$ cat src/pkg/nmt_pkg.sv
// Shared constants and types for the node message timing block.
package nmt_pkg;
   // ---------------------------------------------------------------
   // Message format
   // ---------------------------------------------------------------
   localparam int PAY_W = 16;
   localparam logic TAG_DATA = 1'b0;
   localparam logic TAG_CTRL = 1'b1;
   localparam logic [PAY_W-1:0] LBL_INIT = 16'h0001;
   localparam logic [PAY_W-1:0] LBL_ECHO = 16'h0002;
   localparam int SRC_W = 2;
   localparam int NUM_SRC = 4;
   // ---------------------------------------------------------------
   // Timing
   // ---------------------------------------------------------------
   localparam int TIME_W = 16;
   localparam int CLK_NS = 20;
   localparam int NOMINAL_LINK_DELAY_NS = 200;
   localparam int RECEIVE_WINDOW_WIDTH_NS = 160;
   localparam int PROC_OFFSET_NS = 100;
   localparam int SYNC_DELAY_NS = 400;
   localparam int QUEUE_DELAY_NS = 600;
   localparam int MESSAGE_SPACING_NS = 400;
   localparam logic [TIME_W-1:0] NOMINAL_LINK_DELAY_CYC = TIME_W'(NOMINAL_LINK_DELAY_NS / CLK_NS);
   localparam logic [TIME_W-1:0] WIN_HALF_CYC = TIME_W'(RECEIVE_WINDOW_WIDTH_NS / (2 * CLK_NS));
   localparam logic [TIME_W-1:0] PROC_OFFSET_CYC = TIME_W'((PROC_OFFSET_NS + CLK_NS - 1) / CLK_NS);
   localparam logic [TIME_W-1:0] SYNC_DELAY_CYC = TIME_W'((SYNC_DELAY_NS + CLK_NS - 1) / CLK_NS);
   localparam logic [TIME_W-1:0] QUEUE_DELAY_CYC = TIME_W'((QUEUE_DELAY_NS + CLK_NS - 1) / CLK_NS);
   localparam logic [TIME_W-1:0] SPACING_CYC = TIME_W'((MESSAGE_SPACING_NS + CLK_NS - 1) / CLK_NS);
   // ---------------------------------------------------------------
   // Schedule
   // ---------------------------------------------------------------
   localparam int NUM_PORTS = 4;
   localparam int PORT_W = 2;
   localparam int CNT_W = 4;
   localparam int SUM_W = 8;
   localparam logic [SUM_W-1:0] SCHED_MAX_TOTAL = 8'h0c;
   localparam logic [CNT_W-1:0] DEFAULT_COUNT = 4'h1;
   typedef enum logic [1:0] {RX_TIMED, RX_FIXED, RX_QUEUE} nmt_rx_mode_t;
   typedef enum logic [1:0] {CTX_DIAG, CTX_SCHED, CTX_ACCUSE, CTX_BCAST} nmt_ctx_t;
endpackage

$ cat src/pkg/nmt_link_if.sv
// Link between a bus node and its far party.
`timescale 1ns/10ps
interface nmt_link_if;
   logic f2n_valid;
   logic f2n_tag;
   logic [nmt_pkg::PAY_W-1:0] f2n_payload;
   logic [nmt_pkg::SRC_W-1:0] f2n_src;
   logic n2f_valid;
   logic n2f_tag;
   logic [nmt_pkg::PAY_W-1:0] n2f_payload;
   logic pe_in_valid;
   logic pe_in_err;
   logic [nmt_pkg::PAY_W-1:0] pe_in_data;
   logic pe_in_pop;
   logic pe_out_valid;
   logic [nmt_pkg::PAY_W-1:0] pe_out_data;
   modport node (input f2n_valid, f2n_tag, f2n_payload, f2n_src, pe_in_valid, pe_in_err,
      pe_in_data, output n2f_valid, n2f_tag, n2f_payload, pe_in_pop, pe_out_valid, pe_out_data);
   modport far (output f2n_valid, f2n_tag, f2n_payload, f2n_src, pe_in_valid, pe_in_err,
      pe_in_data, input n2f_valid, n2f_tag, n2f_payload, pe_in_pop, pe_out_valid, pe_out_data);
endinterface

$ cat src/nmt_node.sv
// Bus node: receive timing disciplines, processing element slot fetch and schedule update.
//
// Functional notes
// Message is one tag then payload.
// Control tag selects labels, incl. init, echo.
// Diagnosis data payload is Boolean node vector.
// Schedule data payload is one port's count.
// Accusation payloads use diagnostic vector format.
// Timed receive accepts only inside centred window.
// Valid timed message held until processing time.
// Fixed-delay messages held a set duration.
// Fixed delay only for init and echo.
// Sync window may derive from local events.
// Unsynchronized node queues, processes in order.
// Queue delay separate from sync delay.
// Broadcast always; capture regardless of mode. Node drops tx_req_i when pe_fetch_i is high.
// Element presents message or error in time.
// Output written to element without ready.
// Diagnosis convictions stored and forwarded.
// Element sends schedule one port per message.
// Schedule messages sent at constant spacing.
// One schedule iteration per port.
// Iteration result returned in second step.
// Check schedule; else adopt default.
// Grant ports ascending, skip empty ones.
// One-bit tag; window bounds inclusive.
// Bad reception sets per-source error flag.
`timescale 1ns/10ps
module nmt_node #(
   parameter int DEPTH = 4
) (
   input wire logic sys_clk_i,
   input wire logic rst_b_i,
   nmt_link_if.node lnk,
   input wire nmt_pkg::nmt_rx_mode_t rx_mode_i,
   input wire nmt_pkg::nmt_ctx_t ctx_i,
   input wire logic tt_arm_i,
   input wire logic [nmt_pkg::TIME_W-1:0] send_time_i,
   input wire logic local_event_i,
   input wire logic sync_window_en_i,
   input wire logic tx_req_i,
   input wire logic tx_tag_i,
   input wire logic [nmt_pkg::PAY_W-1:0] tx_payload_i,
   input wire logic pe_fetch_i,
   input wire logic [nmt_pkg::NUM_SRC-1:0] err_clr_i,
   output logic [nmt_pkg::TIME_W-1:0] local_time_o,
   output logic proc_valid_o,
   output logic proc_tag_o,
   output logic [nmt_pkg::PAY_W-1:0] proc_payload_o,
   output logic [nmt_pkg::SRC_W-1:0] proc_src_o,
   output logic [nmt_pkg::NUM_SRC-1:0] err_flag_o,
   output logic pe_err_o,
   output logic [nmt_pkg::PAY_W-1:0] conviction_o,
   output logic sched_done_o,
   output logic sched_default_o,
   output logic grant_valid_o,
   output logic [nmt_pkg::PORT_W-1:0] grant_port_o
);
   localparam int TW = nmt_pkg::TIME_W;
   localparam int PW = nmt_pkg::PAY_W;
   localparam int SW = nmt_pkg::SRC_W;
   localparam int CW = nmt_pkg::CNT_W;
   localparam int QW = $clog2(DEPTH);
   localparam int ENT_W = 1 + PW + SW + TW;

   logic [TW-1:0] lt_r;
   logic tt_armed_r, tt_full_r, fx_full_r, sx_armed_r;
   logic [TW-1:0] tt_exp_r, sx_exp_r, fx_due_r;
   logic [1+PW+SW-1:0] tt_ent_r, fx_ent_r, out_ent;
   logic [ENT_W-1:0] q_mem [DEPTH];
   logic [QW-1:0] q_rd_r, q_wr_r;
   logic [QW:0] q_cnt_r;
   logic arr, is_sync, in_tt, in_sx, tt_due, tt_acc, fx_acc, q_acc, bad;
   logic tt_rel, fx_rel, q_rel, out_data;
   logic [nmt_pkg::PORT_W-1:0] it_r, g_port_r;
   logic [CW-1:0] sched_r [nmt_pkg::NUM_PORTS];
   logic [CW-1:0] active_r [nmt_pkg::NUM_PORTS];
   logic res_pend_r, chk_r, g_busy_r;
   logic [CW-1:0] g_left_r;
   logic [TW-1:0] g_tmr_r;
   logic [nmt_pkg::SUM_W-1:0] sum;

   // Wrap-safe test that the time base has reached the mark.
   function automatic logic reached(input logic [TW-1:0] now, input logic [TW-1:0] mark);
      logic [TW-1:0] d;
      d = now - mark;
      return !d[TW-1];
   endfunction

   // ---------------------------------------------------------------
   // Local time base
   // ---------------------------------------------------------------
   always_ff @(posedge sys_clk_i) begin
      if (!rst_b_i) begin
         lt_r <= '0;
         local_time_o <= '0;
      end else begin
         lt_r <= lt_r + 16'h0001;
         local_time_o <= lt_r + 16'h0001;
      end
   end

   // ---------------------------------------------------------------
   // Arrival classification
   // ---------------------------------------------------------------
   // capture in every mode
   assign arr = lnk.f2n_valid;
   // label decode on control tag
   assign is_sync = (lnk.f2n_tag == nmt_pkg::TAG_CTRL) &&
      (lnk.f2n_payload == nmt_pkg::LBL_INIT || lnk.f2n_payload == nmt_pkg::LBL_ECHO);
   // inclusive window bounds
   assign in_tt = (lt_r - (tt_exp_r - nmt_pkg::WIN_HALF_CYC)) <= 2 * nmt_pkg::WIN_HALF_CYC;
   assign in_sx = (lt_r - (sx_exp_r - nmt_pkg::WIN_HALF_CYC)) <= 2 * nmt_pkg::WIN_HALF_CYC;
   assign tt_due = tt_armed_r && (lt_r == tt_exp_r + nmt_pkg::PROC_OFFSET_CYC);
   // accept only inside the window
   assign tt_acc = arr && rx_mode_i == nmt_pkg::RX_TIMED && tt_armed_r && !tt_full_r && in_tt;
   // fixed delay for sync labels only
   // optional window from local event
   assign fx_acc = arr && rx_mode_i == nmt_pkg::RX_FIXED && is_sync && !fx_full_r &&
      (!sync_window_en_i || (sx_armed_r && in_sx));
   assign q_acc = arr && rx_mode_i == nmt_pkg::RX_QUEUE && q_cnt_r != (QW+1)'(DEPTH);
   assign bad = arr && !tt_acc && !fx_acc && !q_acc;

   // ---------------------------------------------------------------
   // Hold buffers
   // ---------------------------------------------------------------
   assign tt_rel = tt_due && tt_full_r;
   assign fx_rel = fx_full_r && reached(lt_r, fx_due_r) && !tt_rel;
   assign q_rel = q_cnt_r != '0 && reached(lt_r, q_mem[q_rd_r][TW-1:0]) && !tt_rel && !fx_full_r;

   // hold until processing time
   always_ff @(posedge sys_clk_i) begin
      if (!rst_b_i) begin
         tt_armed_r <= 1'b0;
         tt_full_r <= 1'b0;
         tt_exp_r <= '0;
         tt_ent_r <= '0;
      end else begin
         if (tt_arm_i) begin
            tt_armed_r <= 1'b1;
            tt_full_r <= 1'b0;
            tt_exp_r <= send_time_i + nmt_pkg::NOMINAL_LINK_DELAY_CYC;
         end else if (tt_due) begin
            tt_armed_r <= 1'b0;
            tt_full_r <= 1'b0;
         end else if (tt_acc) begin
            tt_full_r <= 1'b1;
            tt_ent_r <= {lnk.f2n_tag, lnk.f2n_payload, lnk.f2n_src};
         end
      end
   end

   // fixed-delay hold
   always_ff @(posedge sys_clk_i) begin
      if (!rst_b_i) begin
         fx_full_r <= 1'b0;
         fx_due_r <= '0;
         fx_ent_r <= '0;
         sx_armed_r <= 1'b0;
         sx_exp_r <= '0;
      end else begin
         if (local_event_i) begin
            sx_armed_r <= 1'b1;
            sx_exp_r <= lt_r + nmt_pkg::NOMINAL_LINK_DELAY_CYC;
         end
         if (fx_acc) begin
            fx_full_r <= 1'b1;
            fx_due_r <= lt_r + nmt_pkg::SYNC_DELAY_CYC;
            fx_ent_r <= {lnk.f2n_tag, lnk.f2n_payload, lnk.f2n_src};
         end else if (fx_rel) begin
            fx_full_r <= 1'b0;
         end
      end
   end

   // arrival-order queue
   // own queue delay
   always_ff @(posedge sys_clk_i) begin
      if (!rst_b_i) begin
         q_rd_r <= '0;
         q_wr_r <= '0;
         q_cnt_r <= '0;
      end else begin
         if (q_acc) begin
            q_mem[q_wr_r] <= {lnk.f2n_tag, lnk.f2n_payload, lnk.f2n_src,
               lt_r + nmt_pkg::QUEUE_DELAY_CYC};
            q_wr_r <= q_wr_r + QW'(1);
         end
         if (q_rel) begin
            q_rd_r <= q_rd_r + QW'(1);
         end
         q_cnt_r <= q_cnt_r + (QW+1)'(q_acc) - (QW+1)'(q_rel);
      end
   end

   // ---------------------------------------------------------------
   // Processing output and errors
   // ---------------------------------------------------------------
   assign out_ent = tt_rel ? tt_ent_r : (fx_rel ? fx_ent_r : q_mem[q_rd_r][ENT_W-1:TW]);
   assign out_data = tt_rel && tt_ent_r[PW+SW] == nmt_pkg::TAG_DATA;

   // accusations keep vector layout
   // tag then payload unpacking
   always_ff @(posedge sys_clk_i) begin
      if (!rst_b_i) begin
         proc_valid_o <= 1'b0;
         proc_tag_o <= nmt_pkg::TAG_DATA;
         proc_payload_o <= '0;
         proc_src_o <= '0;
      end else begin
         proc_valid_o <= tt_rel || fx_rel || q_rel;
         {proc_tag_o, proc_payload_o, proc_src_o} <= out_ent;
      end
   end

   // per-source flags, set beats clear
   always_ff @(posedge sys_clk_i) begin
      if (!rst_b_i) begin
         err_flag_o <= '0;
      end else begin
         err_flag_o <= (err_flag_o & ~err_clr_i) |
            (bad ? (nmt_pkg::NUM_SRC'(1) << lnk.f2n_src) : '0);
      end
   end

   // ---------------------------------------------------------------
   // Transmit and processing element input
   // ---------------------------------------------------------------
   assign lnk.pe_in_pop = pe_fetch_i;

   // broadcast to opposite nodes
   // missing element message is an error
   always_ff @(posedge sys_clk_i) begin
      if (!rst_b_i) begin
         lnk.n2f_valid <= 1'b0;
         lnk.n2f_tag <= nmt_pkg::TAG_DATA;
         lnk.n2f_payload <= '0;
         pe_err_o <= 1'b0;
      end else begin
         lnk.n2f_valid <= (pe_fetch_i && lnk.pe_in_valid) || (!pe_fetch_i && tx_req_i);
         lnk.n2f_tag <= pe_fetch_i ? nmt_pkg::TAG_DATA : tx_tag_i;
         lnk.n2f_payload <= pe_fetch_i ? lnk.pe_in_data : tx_payload_i;
         pe_err_o <= pe_err_o || (pe_fetch_i && (lnk.pe_in_err || !lnk.pe_in_valid));
      end
   end

   // ---------------------------------------------------------------
   // Diagnosis and schedule agreement
   // ---------------------------------------------------------------
   always_comb begin
      sum = '0;
      for (int i = 0; i < nmt_pkg::NUM_PORTS; i++) begin
         sum = sum + nmt_pkg::SUM_W'(sched_r[i]);
      end
   end

   // store and forward convictions
   // payload as node vector
   // payload as port count
   // one iteration per port
   // result out in second step
   // element output without ready
   always_ff @(posedge sys_clk_i) begin
      if (!rst_b_i) begin
         conviction_o <= '0;
         it_r <= '0;
         res_pend_r <= 1'b0;
         chk_r <= 1'b0;
         lnk.pe_out_valid <= 1'b0;
         lnk.pe_out_data <= '0;
         for (int i = 0; i < nmt_pkg::NUM_PORTS; i++) begin
            sched_r[i] <= '0;
         end
      end else begin
         lnk.pe_out_valid <= 1'b0;
         chk_r <= 1'b0;
         res_pend_r <= 1'b0;
         if (res_pend_r) begin
            lnk.pe_out_valid <= 1'b1;
            lnk.pe_out_data <= PW'(sched_r[it_r]);
            it_r <= it_r + 2'h1;
            chk_r <= (it_r == nmt_pkg::PORT_W'(nmt_pkg::NUM_PORTS - 1));
         end else if (out_data && ctx_i == nmt_pkg::CTX_DIAG) begin
            conviction_o <= tt_ent_r[PW+SW-1:SW];
            lnk.pe_out_valid <= 1'b1;
            lnk.pe_out_data <= tt_ent_r[PW+SW-1:SW];
         end else if (out_data && ctx_i == nmt_pkg::CTX_SCHED) begin
            sched_r[it_r] <= tt_ent_r[SW +: CW];
            res_pend_r <= 1'b1;
         end
      end
   end

   // validate or use default
   // ascending grants, empty ports skipped
   always_ff @(posedge sys_clk_i) begin
      if (!rst_b_i) begin
         sched_done_o <= 1'b0;
         sched_default_o <= 1'b0;
         g_busy_r <= 1'b0;
         g_port_r <= '0;
         g_left_r <= '0;
         g_tmr_r <= '0;
         grant_valid_o <= 1'b0;
         grant_port_o <= '0;
         for (int i = 0; i < nmt_pkg::NUM_PORTS; i++) begin
            active_r[i] <= nmt_pkg::DEFAULT_COUNT;
         end
      end else begin
         sched_done_o <= chk_r;
         grant_valid_o <= 1'b0;
         if (chk_r) begin
            sched_default_o <= sum > nmt_pkg::SCHED_MAX_TOTAL;
            for (int i = 0; i < nmt_pkg::NUM_PORTS; i++) begin
               active_r[i] <= (sum > nmt_pkg::SCHED_MAX_TOTAL) ? nmt_pkg::DEFAULT_COUNT
                  : sched_r[i];
            end
            g_busy_r <= 1'b1;
            g_port_r <= '0;
            g_left_r <= '0;
            g_tmr_r <= '0;
         end else if (g_busy_r) begin
            if (g_tmr_r != '0) begin
               g_tmr_r <= g_tmr_r - 16'h0001;
            end
            if (g_left_r != '0 && g_tmr_r == '0) begin
               grant_valid_o <= 1'b1;
               grant_port_o <= g_port_r;
               g_left_r <= g_left_r - 4'h1;
               g_tmr_r <= nmt_pkg::SPACING_CYC - 16'h0001;
            end else if (g_left_r == '0) begin
               if (grant_valid_o || g_tmr_r != '0 || active_r[g_port_r] != '0) begin
                  g_left_r <= grant_valid_o ? '0 : active_r[g_port_r];
               end
               if (grant_valid_o || active_r[g_port_r] == '0) begin
                  g_busy_r <= g_port_r != nmt_pkg::PORT_W'(nmt_pkg::NUM_PORTS - 1);
                  g_port_r <= g_port_r + 2'h1;
               end
            end
         end
      end
   end
endmodule

$ cat src/flat_wrapper.sv
// flat-port wrapper written by rule: the top's interface ports become plain ports
module nmt_node_flat 
#(
   parameter int DEPTH = 4
)
  (sys_clk_i, rst_b_i, rx_mode_i, ctx_i, tt_arm_i, send_time_i, local_event_i, sync_window_en_i, tx_req_i, tx_tag_i, tx_payload_i, pe_fetch_i, err_clr_i, local_time_o, proc_valid_o, proc_tag_o, proc_payload_o, proc_src_o, err_flag_o, pe_err_o, conviction_o, sched_done_o, sched_default_o, grant_valid_o, grant_port_o, lnk_f2n_valid, lnk_f2n_tag, lnk_f2n_payload, lnk_f2n_src, lnk_pe_in_valid, lnk_pe_in_err, lnk_pe_in_data, lnk_n2f_valid, lnk_n2f_tag, lnk_n2f_payload, lnk_pe_in_pop, lnk_pe_out_valid, lnk_pe_out_data);
  nmt_link_if lnk_i ();
  input wire logic sys_clk_i;
  input wire logic rst_b_i;
  input wire nmt_pkg::nmt_rx_mode_t rx_mode_i;
  input wire nmt_pkg::nmt_ctx_t ctx_i;
  input wire logic tt_arm_i;
  input wire logic [nmt_pkg::TIME_W-1:0] send_time_i;
  input wire logic local_event_i;
  input wire logic sync_window_en_i;
  input wire logic tx_req_i;
  input wire logic tx_tag_i;
  input wire logic [nmt_pkg::PAY_W-1:0] tx_payload_i;
  input wire logic pe_fetch_i;
  input wire logic [nmt_pkg::NUM_SRC-1:0] err_clr_i;
  output logic [nmt_pkg::TIME_W-1:0] local_time_o;
  output logic proc_valid_o;
  output logic proc_tag_o;
  output logic [nmt_pkg::PAY_W-1:0] proc_payload_o;
  output logic [nmt_pkg::SRC_W-1:0] proc_src_o;
  output logic [nmt_pkg::NUM_SRC-1:0] err_flag_o;
  output logic pe_err_o;
  output logic [nmt_pkg::PAY_W-1:0] conviction_o;
  output logic sched_done_o;
  output logic sched_default_o;
  output logic grant_valid_o;
  output logic [nmt_pkg::PORT_W-1:0] grant_port_o;
  input wire logic [$bits(lnk_i.f2n_valid)-1:0] lnk_f2n_valid;
  input wire logic [$bits(lnk_i.f2n_tag)-1:0] lnk_f2n_tag;
  input wire logic [$bits(lnk_i.f2n_payload)-1:0] lnk_f2n_payload;
  input wire logic [$bits(lnk_i.f2n_src)-1:0] lnk_f2n_src;
  input wire logic [$bits(lnk_i.pe_in_valid)-1:0] lnk_pe_in_valid;
  input wire logic [$bits(lnk_i.pe_in_err)-1:0] lnk_pe_in_err;
  input wire logic [$bits(lnk_i.pe_in_data)-1:0] lnk_pe_in_data;
  output wire logic [$bits(lnk_i.n2f_valid)-1:0] lnk_n2f_valid;
  output wire logic [$bits(lnk_i.n2f_tag)-1:0] lnk_n2f_tag;
  output wire logic [$bits(lnk_i.n2f_payload)-1:0] lnk_n2f_payload;
  output wire logic [$bits(lnk_i.pe_in_pop)-1:0] lnk_pe_in_pop;
  output wire logic [$bits(lnk_i.pe_out_valid)-1:0] lnk_pe_out_valid;
  output wire logic [$bits(lnk_i.pe_out_data)-1:0] lnk_pe_out_data;
  assign lnk_i.f2n_valid = lnk_f2n_valid;
  assign lnk_i.f2n_tag = lnk_f2n_tag;
  assign lnk_i.f2n_payload = lnk_f2n_payload;
  assign lnk_i.f2n_src = lnk_f2n_src;
  assign lnk_i.pe_in_valid = lnk_pe_in_valid;
  assign lnk_i.pe_in_err = lnk_pe_in_err;
  assign lnk_i.pe_in_data = lnk_pe_in_data;
  assign lnk_n2f_valid = lnk_i.n2f_valid;
  assign lnk_n2f_tag = lnk_i.n2f_tag;
  assign lnk_n2f_payload = lnk_i.n2f_payload;
  assign lnk_pe_in_pop = lnk_i.pe_in_pop;
  assign lnk_pe_out_valid = lnk_i.pe_out_valid;
  assign lnk_pe_out_data = lnk_i.pe_out_data;
  nmt_node #(.DEPTH(DEPTH)) u_core (.sys_clk_i(sys_clk_i), .rst_b_i(rst_b_i), .lnk(lnk_i), .rx_mode_i(rx_mode_i), .ctx_i(ctx_i), .tt_arm_i(tt_arm_i), .send_time_i(send_time_i), .local_event_i(local_event_i), .sync_window_en_i(sync_window_en_i), .tx_req_i(tx_req_i), .tx_tag_i(tx_tag_i), .tx_payload_i(tx_payload_i), .pe_fetch_i(pe_fetch_i), .err_clr_i(err_clr_i), .local_time_o(local_time_o), .proc_valid_o(proc_valid_o), .proc_tag_o(proc_tag_o), .proc_payload_o(proc_payload_o), .proc_src_o(proc_src_o), .err_flag_o(err_flag_o), .pe_err_o(pe_err_o), .conviction_o(conviction_o), .sched_done_o(sched_done_o), .sched_default_o(sched_default_o), .grant_valid_o(grant_valid_o), .grant_port_o(grant_port_o));
endmodule
$ cat config.mk
export PLATFORM = sky130hd
export DESIGN_NAME = nmt_node_flat
export DESIGN_NICKNAME = d
export VERILOG_FILES = /design/src/pkg/nmt_pkg.sv /design/src/pkg/nmt_link_if.sv /design/src/nmt_node.sv /design/src/flat_wrapper.sv
export SDC_FILE = /design/constraint.sdc
export NUM_CORES = 1
export LEC_CHECK = 0
export ABC_AREA = 1
export BUFFER_PORTS_ARGS = -buffer_cell sky130_fd_sc_hd__buf_2
export CORE_MARGIN = 1
export CORE_UTILIZATION = 30
export CTS_CLUSTER_DIAMETER = 60
export CTS_CLUSTER_SIZE = 16
export DETAILED_ROUTE_END_ITERATION = 7
export REMOVE_ABC_BUFFERS = 1
export SLEW_MARGIN = 20
export SYNTH_ARGS = -nofsm -noshare
export SYNTH_HDL_FRONTEND = slang
export SYNTH_SLANG_ARGS = --single-unit
$ cat constraint.sdc
create_clock -name sys_clk_i -period 3.4 [get_ports sys_clk_i]
set_input_delay 0.17 -clock sys_clk_i [delete_from_list [all_inputs] [get_ports sys_clk_i]]
set_output_delay 0.17 -clock sys_clk_i [all_outputs]
set_load 0.05 [all_outputs]
==> results.cfg <==
[global_routing]
grt_max_degree = 63
grt_pass1_wl_um = 93400
grt_usage_pct = 16.8
grt_antenna_before_repair = 5
grt-ovfl-total = 0
grt_pass1_vias = 17300

[clock_network]
cts_root_buf = clkbuf_16
clk_latency_ps = 580
cts_tree = done
cts.clk_slew.worst_paths_ps = 70
htreeDepth = 2
cts_buffer_depth = 3
cts_buffers = 38
clock_sinks = 399

[timing]
final_max_slew_viol_count = 0
setup_slack_ps = -18.0
setup_viol = 3
min_period_over_period_pct = 101
max_freq_ghz = 0.293
setup_tns_ps = -31.0
whs_ps = 29.2
rsz0062_at_grt = yes
slew_headroom_pct = 19.2
finalCriticalPeriod_ps = 3420
hold_viol = 0
worst_pin_slew_ps = 1200
skew_ps = 33.3

[routing]
antenna_left = 0
first_pass_iters = 6
wl_um = 60600
drcViolationCount = 0
via_per_inst = 4.75
vias = 18100
post_drt_wl_per_cell_um = 15.9
drt_iter0_drc = 1016

[critical_path]
worstSetupEndpointType = flop
cpPeakStageDelay_ps = 520
cp-start-kind = flop
path_cells = ha_2, fa_2, inv_2, fa_1, inv_1, ha_2, fa_2, o21ai_1, a21oi_1, a211oi_1, nand3b_1, nor2_2, inv_2, or2_4
worstPathArrival_ps = 3720
critPathSlowestCell = fa_2
rr_endpoint = u_core.active_r[0][0]
worst_ep_required_time_ps = 3710
r2r_slack_ps = -20
rr_worst_depth = 14
timing.critical_path.buf_inv = 3
path_class = flop to flop
path_depth = 14
critical_path.top_delay_family = adder cells
path_max_fanout = 4
r2r-start = u_core.sched_r[1][0]

[synth]
synth.distinct_cells = 56
avgSynthCellArea_sq_um = 8.06
seq_area_frac_synth_pct = 46.9
yosysWarnings = 0
ys_seq_elements = 399
netlist_area_sq_um = 20700
synth_cells = 2569

[power]
powerDensity_nw_per_um2 = 485
ir_drop_mv = 0.303
power_leakage_uw = 0.0116

[cells_and_area]
drive_above_1_share_pct = 18.4
finalNonFillerCells = 3813
seq_area_sq_um = 9720
layout.nets = 3096
utilization_pct = 38.7
fill_cells = 6881
areaGrowthSynthToFinish_pct = 26.6
multiInputGateArea_sq_um = 10000

[die]
fp.coreArea_sq_um = 67800
initial_utilization_pct = 30.6
die_y_um = 265
rows = 95
io_pins = 184
die_x_um = 265
die_area_sq_um = 70100

[min_path]
holdCritPathClass = primary input to flop
min_to = u_core.tt_exp_r[12]
whs_path_depth = 5
holdCritStartpoint = send_time_i[12]

[run]
drv_cap = 0

[run_status]
violations = negative setup slack
status = finished, violations left

[placed_design]
place_congestion = 0.871
dpl.hpwl_um = 43100
io_buffers = 183
dp_slack_ps = -175
place_inst = 3641
stage by stage:
step	area [sq um]	total power, uW
floorplan	20300	7170
global placement	23200	8180
detailed placement	23200	8190
CTS	25400	12600
global route	26200	13400
finish	26200	12700
report_power, final:
| part | internal (uW) | switching (uW) | total [uW] |
|---|---|---|---|
| Combinational | 1230 | 1930 | 3160 |
| Clock | 2240 | 2020 | 4260 |
| Sequential | 5180 | 123 | 5300 |
| Total | 8660 | 4070 | 12700 |
tightest hold or removal path, delay by kind of cell:
family | cells | cell delay (ps)
buf+inv | 3 | 180
xor+xnor | 1 | 140
compound gates | 1 | 80
worst max path at each step:
stage | from | to
5_1_grt | u_core.sx_exp_r[3] | u_core.fx_due_r[14]
3_5_place_dp | flop | u_core.q_cnt_r[2]
3_3_place_gp | flop | u_core.q_cnt_r[2]
2_1_floorplan | flop | u_core.q_cnt_r[1]
4_1_cts | u_core.sched_r[0][0] | u_core.active_r[0][0]
6_report | u_core.sched_r[1][0] | u_core.active_r[0][0]
cells in the mapped netlist, drive strengths merged:
master | number | share of area, %
a211oi | 3 | 0.11
a21boi | 1 | 0.036
a21o | 3 | 0.11
a21oi | 154 | 3.7
a22o | 1 | 0.042
a22oi | 1 | 0.036
a31oi | 4 | 0.12
a32o | 19 | 0.92
a41oi | 2 | 0.085
and2 | 4 | 0.12
and3 | 15 | 0.45
buf | 32 | 0.92
clkbuf | 59 | 1.1
clkinv | 7 | 0.13
dfxtp | 227 | 22
edfxtp | 172 | 25
fa | 7 | 0.68
ha | 92 | 5.6
inv | 313 | 5.7
nand2 | 503 | 9.2
nand3 | 185 | 4.8
nand3b | 9 | 0.33
nand4 | 29 | 1.1
nor2 | 338 | 6.3
nor3 | 36 | 0.95
nor3b | 2 | 0.072
nor4 | 12 | 0.36
nor4b | 1 | 0.042
o2111ai | 1 | 0.042
o211ai | 4 | 0.15
o21a | 2 | 0.072
o21ai | 199 | 4.8
o21bai | 4 | 0.15
o221ai | 1 | 0.042
o22ai | 19 | 0.57
o31ai | 3 | 0.11
or2 | 9 | 0.27
xnor2 | 17 | 0.72
xor2 | 79 | 3.3
placed cells by master, fill, tap and decap left out, drive strengths merged, types with 12 or more instances in the layout:
master and count:
dfxtp 227, a21oi 154, and3 15, nor2 338, nand2 503, a32o 19
inv 318, nor4 12, nand4 29, xor2 79, nand3 185, o21ai 199
ha 92, o22ai 19, buf 310, dlygate4sd3 78, xnor2 17, clkinv 20
clkbuf 54, nor3 36, edfxtp 172
area by class of cell:
type	instances	share of cell area, %
repair buffers	391	11.2
clock inverters	17	0.683
repair inverters	2	0.0573
flip-flops and latches	399	37.1
clock buffers	51	3.99
diodes	1	0.00955
multi-input cells	1759	38.2
inverters	320	4.66
well taps	873	4.17
routing by layer:
layer  track usage (%)  part of all wire (%)
met2              28.1                    46
met3              2.55                   4.7
met4              4.94                   2.3
met1              22.3                    46
met5                 0                 0.081
registers in the layout (all words and copies together), names as in the netlist, 3 cells and up, named ones only:
| register | flops |
|---|---|
| u_core.q_mem | 140 |
| u_core.fx_ent_r | 19 |
| u_core.tt_ent_r | 19 |
| u_core.active_r | 16 |
| u_core.conviction_o | 16 |
| u_core.fx_due_r | 16 |
| u_core.g_tmr_r | 16 |
| u_core.lnk.n2f_payload | 16 |
| u_core.lnk.pe_out_data | 16 |
| u_core.local_time_o | 16 |
| u_core.proc_payload_o | 16 |
| u_core.sched_r | 16 |
| u_core.sx_exp_r | 16 |
| u_core.tt_exp_r | 16 |
| u_core.err_flag_o | 4 |
| u_core.g_left_r | 4 |
| u_core.q_cnt_r | 3 |
cell families (layout without fill, tap and decap cells):
group / Yosys count / in the layout / synth area share, %
buffers and inverters: 411 / 781 / 7.80
other: 0 / 1 / 0
XOR/XNOR: 96 / 96 / 4.06
AO/OA/AOI/OAI: 421 / 421 / 11.1
flip-flops: 399 / 399 / 46.9
adder cells (fa/ha/maj): 99 / 99 / 6.24
AND/OR/NAND/NOR: 1143 / 1143 / 23.9
timing repair:
action                     4_1_cts  5_1_grt
hold buffers                    78        0
hold endpoints to repair       131        0
pin swaps                        4       59
setup endpoints to repair       75       77
buffers inserted                 2       18
resized for setup               25      182
cloned                           1        5
(Power assumes the default switching activity.)
